File: src/rtl/line_ctrl_pkg.sv
// package for the usb line conditioning control block
// assumes a 32-bit apb master on mclk
package line_ctrl_pkg;
  localparam logic [11:0] line_ctrl_offset = 12'h000;
  localparam logic [31:0] line_ctrl_reset  = 32'h0000_0000;
  localparam logic [7:0]  ctrl_reset       = 8'h00;
  localparam int          bit_dp_pullup    = 7;
  localparam int          bit_dm_pullup    = 6;
  localparam int          bit_dp_pulldown  = 5;
  localparam int          bit_dm_pulldown  = 4;
  localparam int          bit_power_drive  = 3;
  localparam int          bit_sw_select    = 2;
  localparam int          bit_charge       = 1;
  localparam int          bit_discharge    = 0;

  typedef struct packed {
    logic        psel;
    logic        penable;
    logic        pwrite;
    logic [11:0] paddr;
    logic [31:0] pwdata;
  } apb_req_type;

  typedef struct packed {
    logic        pready;
    logic        pslverr;
    logic [31:0] prdata;
  } apb_rsp_type;

  // four data-line resistor enables, same order as bits 7..4
  typedef struct packed {
    logic dplus_pullup_enable;
    logic dminus_pullup_enable;
    logic dplus_pulldown_enable;
    logic dminus_pulldown_enable;
  } line_res_type;
endpackage

File: src/rtl/usb_otg_line_control.sv
// usb line conditioning control register with apb slave
// assumes usb core resistor requests are synchronous to mclk
// Behaviour
// [RQ1] bits 31..8 read zero and ignore writes
// [RQ2] bit 7 drives the d+ pull-up enable
// [RQ3] bit 6 drives the d- pull-up enable
// [RQ4] bit 5 drives the d+ pull-down enable
// [RQ5] bit 4 drives the d- pull-down enable
// [RQ6] bit 3 drives the vbus power output
// [RQ7] select bit 2 high: resistor enables follow register bits
// [RQ8] select bit low: resistor enables follow usb hardware
// [RQ9] bit 1 drives the vbus charge enable
// [RQ10] bit 0 drives the vbus discharge enable
// [RQ11] reset clears all eight control bits
module usb_otg_line_control
  import line_ctrl_pkg::*;
(
  // clock and reset
  input  wire logic                       mclk,
  input  wire logic                       sys_rst,
  // apb
  input  wire line_ctrl_pkg::apb_req_type apb_req,
  output line_ctrl_pkg::apb_rsp_type      apb_rsp,
  // usb core requests
  input  wire line_ctrl_pkg::line_res_type hw_res,
  // line outputs
  output line_ctrl_pkg::line_res_type     line_res,
  output logic                            bus_power_drive,
  output logic                            bus_power_charge_enable,
  output logic                            bus_power_discharge_enable
);
  import line_ctrl_pkg::*;

  logic [7:0]   ctrl_reg;
  logic [7:0]   ctrl_next;
  apb_rsp_type  rsp_reg;
  apb_rsp_type  rsp_next;
  line_res_type res_reg;
  line_res_type res_next;
  logic [2:0]   pwr_reg;
  logic [2:0]   pwr_next;
  logic         hit;
  logic         access;
  logic         write_fire;

  function automatic logic addr_hit(input logic [11:0] a);
    return a == line_ctrl_offset;
  endfunction

  assign access = apb_req.psel && apb_req.penable;
  assign hit    = addr_hit(apb_req.paddr);
  // a write lands only in the access cycle that the registered pready closes
  assign write_fire = access && rsp_reg.pready && hit && apb_req.pwrite;

  // register and bus answer; zero-wait, so pready is set on the access cycle
  always_comb begin
    ctrl_next        = ctrl_reg;
    rsp_next.pready  = 1'b0;
    rsp_next.pslverr = 1'b0;
    rsp_next.prdata  = 32'h0000_0000;
    if (apb_req.psel && !apb_req.penable) begin
      // answer registered in setup so it is ready during access
      rsp_next.pready  = 1'b1;
      rsp_next.pslverr = !hit;
      if (hit && !apb_req.pwrite)
        rsp_next.prdata = {24'h00_0000, ctrl_reg}; // see [RQ1]
    end
    if (write_fire)
      ctrl_next = apb_req.pwdata[7:0]; // see [RQ1]
  end

  always_ff @(posedge mclk or posedge sys_rst) begin
    if (sys_rst) begin
      ctrl_reg <= ctrl_reset; // see [RQ11]
      rsp_reg  <= '0;
    end else begin
      ctrl_reg <= ctrl_next;
      rsp_reg  <= rsp_next;
    end
  end

  // line drive; registered so outputs come from flip-flops, one cycle behind the register
  always_comb begin
    if (ctrl_reg[bit_sw_select]) begin // see [RQ7]
      res_next.dplus_pullup_enable    = ctrl_reg[bit_dp_pullup];   // see [RQ2]
      res_next.dminus_pullup_enable   = ctrl_reg[bit_dm_pullup];   // see [RQ3]
      res_next.dplus_pulldown_enable  = ctrl_reg[bit_dp_pulldown]; // see [RQ4]
      res_next.dminus_pulldown_enable = ctrl_reg[bit_dm_pulldown]; // see [RQ5]
    end else begin
      res_next = hw_res; // see [RQ8]
    end
    pwr_next = {ctrl_reg[bit_power_drive],  // see [RQ6]
                ctrl_reg[bit_charge],       // see [RQ9]
                ctrl_reg[bit_discharge]};   // see [RQ10]
  end

  always_ff @(posedge mclk or posedge sys_rst) begin
    if (sys_rst) begin
      res_reg <= '0;
      pwr_reg <= 3'h0;
    end else begin
      res_reg <= res_next;
      pwr_reg <= pwr_next;
    end
  end

  assign apb_rsp                    = rsp_reg;
  assign line_res                   = res_reg;
  assign bus_power_drive            = pwr_reg[2];
  assign bus_power_charge_enable    = pwr_reg[1];
  assign bus_power_discharge_enable = pwr_reg[0];
endmodule

File: config.mk
export PLATFORM = sky130hd
export DESIGN_NAME = usb_otg_line_control
export DESIGN_NICKNAME = d
export VERILOG_FILES = /design/src/rtl/line_ctrl_pkg.sv /design/src/rtl/usb_otg_line_control.sv
export SDC_FILE = /design/constraint.sdc
export NUM_CORES = 1
export LEC_CHECK = 0
export ABC_AREA = 1
export BUFFER_PORTS_ARGS = -buffer_cell sky130_fd_sc_hd__clkbuf_2
export CORE_MARGIN = 2
export CORE_UTILIZATION = 25
export CTS_CLUSTER_DIAMETER = 200
export CTS_CLUSTER_SIZE = 20
export DETAILED_ROUTE_END_ITERATION = 10
export SETUP_SLACK_MARGIN = 0.02
export SYNTH_ARGS = -nofsm -noshare
export SYNTH_HDL_FRONTEND = slang
export SYNTH_SLANG_ARGS = --single-unit
File: constraint.sdc
create_clock -name mclk -period 3 [get_ports mclk]
set_input_delay 0.6 -clock mclk [delete_from_list [all_inputs] [get_ports mclk]]
set_output_delay 0.6 -clock mclk [all_outputs]
set_load 0.01 [all_outputs]
# After elaboration in Yosys (flattened, before gate mapping)
# Index checks and enable logic that the tools add are counted.
[op_classes]
n_mux = 3
n_reduce_logical = 10
[ops]
columns = ["operator", "n"]
rows = [
  ["34-bit 2-to-1 mux", 1],
  ["12-bit zero test", 1],
  ["8-bit 2-to-1 mux", 1],
  ["1-bit logical AND", 6],
  ["4-bit 2-to-1 mux", 1],
  ["1-bit zero test", 3],
]
[word_totals]
register_bits = 49
input_bits = 53
output_inout_bits = 41
elab_cells = 22

# Logic depth before layout (Yosys ltp)
[depth]
word_depth = 4
depth_mapped = 6
ltp_nobuf = 6

# Worst setup path after synthesis
# No wires, ideal clock.
[synth_timing]
path_kind = "input port to flip-flop"
startpoint = "input apb_req[39] in the netlist's numbering"
endpoint = "register rsp_reg, in the netlist apb_rsp[0]"
setup_time_ns = 0.072
t_arrival_ns = 1.235
t_required_ns = 2.928
slack_ns = 1.693
path_stages = 6
path_buffers = 1
cell_sequence = "nor2_1 nand2_1 nor2_4 buf_8 nand3b_4 nor2_1"
[synth_rtl]
columns = ["item", "line", "rtl"]
rows = [
  ["start, declared", "usb_otg_line_control.sv:22", "input wire line_ctrl_pkg::apb_req_type apb_req,"],
  ["end signal, assigned", "usb_otg_line_control.sv:78", "rsp_reg <= rsp_next;"],
  ["end, declared", "usb_otg_line_control.sv:36", "apb_rsp_type rsp_reg;"],
]

# Final worst setup path
[layout_timing]
startpoint = "input apb_req[33] in the netlist's numbering"
endpoint = "register ctrl_reg[5]"
[layout_between]
elab_chain_len = 3
[layout_rtl]
columns = ["item", "line", "rtl"]
rows = [
  ["12-bit zero test", "usb_otg_line_control.sv:47", "return a == line_ctrl_offset;"],
  ["1-bit logical AND (2 in series)", "usb_otg_line_control.sv:53", "assign write_fire = access && rsp_reg.pready && hit && apb_req.pwrite;"],
  ["end signal, assigned", "usb_otg_line_control.sv:74", "ctrl_reg <= ctrl_reset;"],
  ["end signal, assigned", "usb_otg_line_control.sv:77", "ctrl_reg <= ctrl_next;"],
  ["end, declared", "usb_otg_line_control.sv:34", "logic [7:0] ctrl_reg;"],
]
# No other way between the ends.
# A chain may end at the register's enable or synchronous reset.

==> reports/results.md <==
Floorplanning
- **die footprint** 5230 µm²
- **placeable core region** 4410 µm²
- **count of pins on the block boundary** 94
- **width of the die** 72.3 µm
- **height of the chip** 72.3 µm
- **starting density of the core** 26.4%
- **Row Count** 24

Critical path
- **WP data arrival** 1560 ps
- **Data required, critical path** 3150 ps
- **Worst path most repeated cell** nand2_1
- **Worst Reg-to-Reg Cells** 5
- **Startpoint Class** input port
- **master of the slowest instance on the critical path** and2_1
- **critical-path cell list** clkbuf_2 -> nor2_1 -> and2_1 -> nand3_4 -> nand2_1 -> nand2_1
- **crit path max fanout** 11
- **maximum cell stage delay along the critical path** 460 ps
- **crit end category** flip-flop
- **Worst Path Class, Setup** in -> reg

Worst hold path
- **path category of the worst min-delay check** reg -> reg
- **worst hold path cell count** 0

Power
- **leakage power figure** 0.784 nW
- **maximum resistive drop on vdd** 0.121 mV
- **ratio of total power to cell area** 424 nW/µm²

Yosys
- **async set or reset register ratio after synthesis** 100%
- **Mapped Cells** 115
- **sequential element share of the synthesized area** 53.6%
- **area of the mapped netlist** 1170 µm²
- **Cell variety after synth** 15
- **EDFF count, synth** 0
- **number of storage elements in the synthesis netlist** 25
- **average instance area after synthesis** 10.2 µm²
- **Synth warnings** 0
- **top_reg_cell synth** dfrtp_1

Layout
- **most used cells in the layout excluding fill and tap cells** clkbuf_2, nand2_1, dfrtp_1
- **Sequential cell area** 626 µm²
- **Filler cells** 485
- **area used by multi-input combinational logic** 418 µm²
- **number of flip-flops in the largest register** 10
- **diodes inserted** 0
- **layout-stage area growth over the synthesis result** 18.8%
- **final net count** 215
- **most frequent standard cell in the layout excluding fill and tap cells** clkbuf_2
- **share of final-layout standard cells stronger than drive strength 1** 35.4%

Routing
- **Wirelength per Cell** 9.32 µm
- **number of design-rule violations left by the first detailed-router iteration** 42
- **sum of routed wire length over all layers** 1.99 mm
- **remaining routing DRC violations** 0
- **via density per instance** 3.83
- **via count** 815
- **number of routed nets with antenna violations** 0
- **number of iterations in the first detailed-routing pass** 4

Clocking
- **number of H-tree levels** 1
- **Post CTS Setup Buffer Count** 0
- **insertion delay to the later sink of the worst-skew pair** 260 ps
- **Inserted Clock Buffers** 3
- **Gates resized, CTS repair** 0
- **clock transition at the registers of the reported paths** 80 ps
- **Num Clock Sinks** 25
- **number of buffers on the longest clock path** 2
- **# hold bufs at CTS** 0
- **Root Buffer** clkbuf_8
- **TritonCTS clock tree** built

GRT
- **GRT overflow** 0
- **antenna violations before repair** 0
- **first-pass GRT wire length** 3.31 mm
- **number of global-route vias before repair** 727
- **Total Routing Usage GR** 8.30%
- **pin count of the biggest net entering global routing** 26

Timing
- **Worst Hold Margin** 406 ps
- **slew at the pin closest to its max-slew limit** 919 ps
- **headroom to the max-slew limit** 38.7%
- **highest clock frequency the design can meet** 711 MHz
- **number of hold-slack violations in the final timing report** 0
- **post-route worst setup slack** 1590 ps
- **part of the cycle the worst path needs** 46.9%
- **total of endpoints with negative setup slack in the final report** 0
- **Pins Over Slew Limit** 0
- **worst-case clock skew** 1.11 ps
- **final setup TNS** 0 ps
- **unrepaired setup endpoints after global routing** no
- **time the final worst path needs with I/O delays and setup** 1410 ps

Placed design
- **final RePlAce weighted congestion** 0.711
- **Detailed Place HPWL** 1.55 mm
- **worst-case setup slack after placement** 1290 ps
- **Buffers on Ports** 45

Run status
- **outcome** complete, no violations

Run
- **max cap viols** 0

critical path: cells and delay by family:
kind	cells	cell delay (ps)
buffers and inverters	1	80
AND/OR/NAND/NOR	5	870
routing by layer:
layer	GRT usage (%)	part of all wire, %
met1	10.2	40
met2	13.7	46
met3	2.08	12
met4	3.77	0.76
met5	0	0
cell type report:
class	instances	area share (%)
sequential	25	45.1
multi-input combinational	85	30.1
timing repair buffer	45	16.2
tap	52	4.69
clock buffer	4	3.25
inverter	2	0.542
logic make-up after synthesis:
group | Yosys count | share of synthesized area [%]
muxes | 4 | 3.86
and+or+nand+nor | 56 | 23.6
AOI/OAI and AO/OA | 1 | 0.643
other | 1 | 0.321
DFF | 25 | 53.6
buffers and inverters | 28 | 18.0
where the power goes:
group          internal (mW)  switching (mW)  total, mW
combinational         0.0206          0.0365     0.0571
sequential             0.341         0.00111      0.342
clock                 0.0945          0.0937      0.188
Yosys cell counts (2+ instances only):
cell / n / share of area (%)
dfrtp_1: 25 / 54
mux2_2: 4 / 3.9
nor2_2: 2 / 1.1
nor2_1: 14 / 4.5
nand4_1: 8 / 4.3
inv_1: 2 / 0.64
buf_4: 25 / 16
nand2_1: 28 / 9.0
metrics by stage:
step                util (%)  total power, mW  instances  instance area, µm²
finish                  31.4            0.587        213                1390
global route            31.4            0.618        213                1390
CTS                     31.4            0.597        213                1390
detailed placement      30.4            0.406        209                1340
global placement        30.4            0.406        209                1340
floorplan                  -            0.403        138                1250
path summary, 6_finish.rpt:
| path | startpoint | end | slack, ps |
|---|---|---|---|
| max in group asynchronous | sys_rst | pwr_reg[2]$_DFF_PP0_ | 1920 |
| worst max register to register | apb_rsp[33]$_DFF_PP0_ | ctrl_reg[5]$_DFFE_PP0P_ | 1850 |
| worst min-delay path | ctrl_reg[1]$_DFFE_PP0P_ | pwr_reg[1]$_DFF_PP0_ | 410 |
| worst max-delay path | apb_req[33] | ctrl_reg[5]$_DFFE_PP0P_ | 1590 |
| min in group asynchronous | sys_rst | apb_rsp[7]$_DFF_PP0_ | 510 |
| worst min register to register | ctrl_reg[1]$_DFFE_PP0P_ | pwr_reg[1]$_DFF_PP0_ | 410 |
Note: power is estimated with default switching activity, not from simulation.
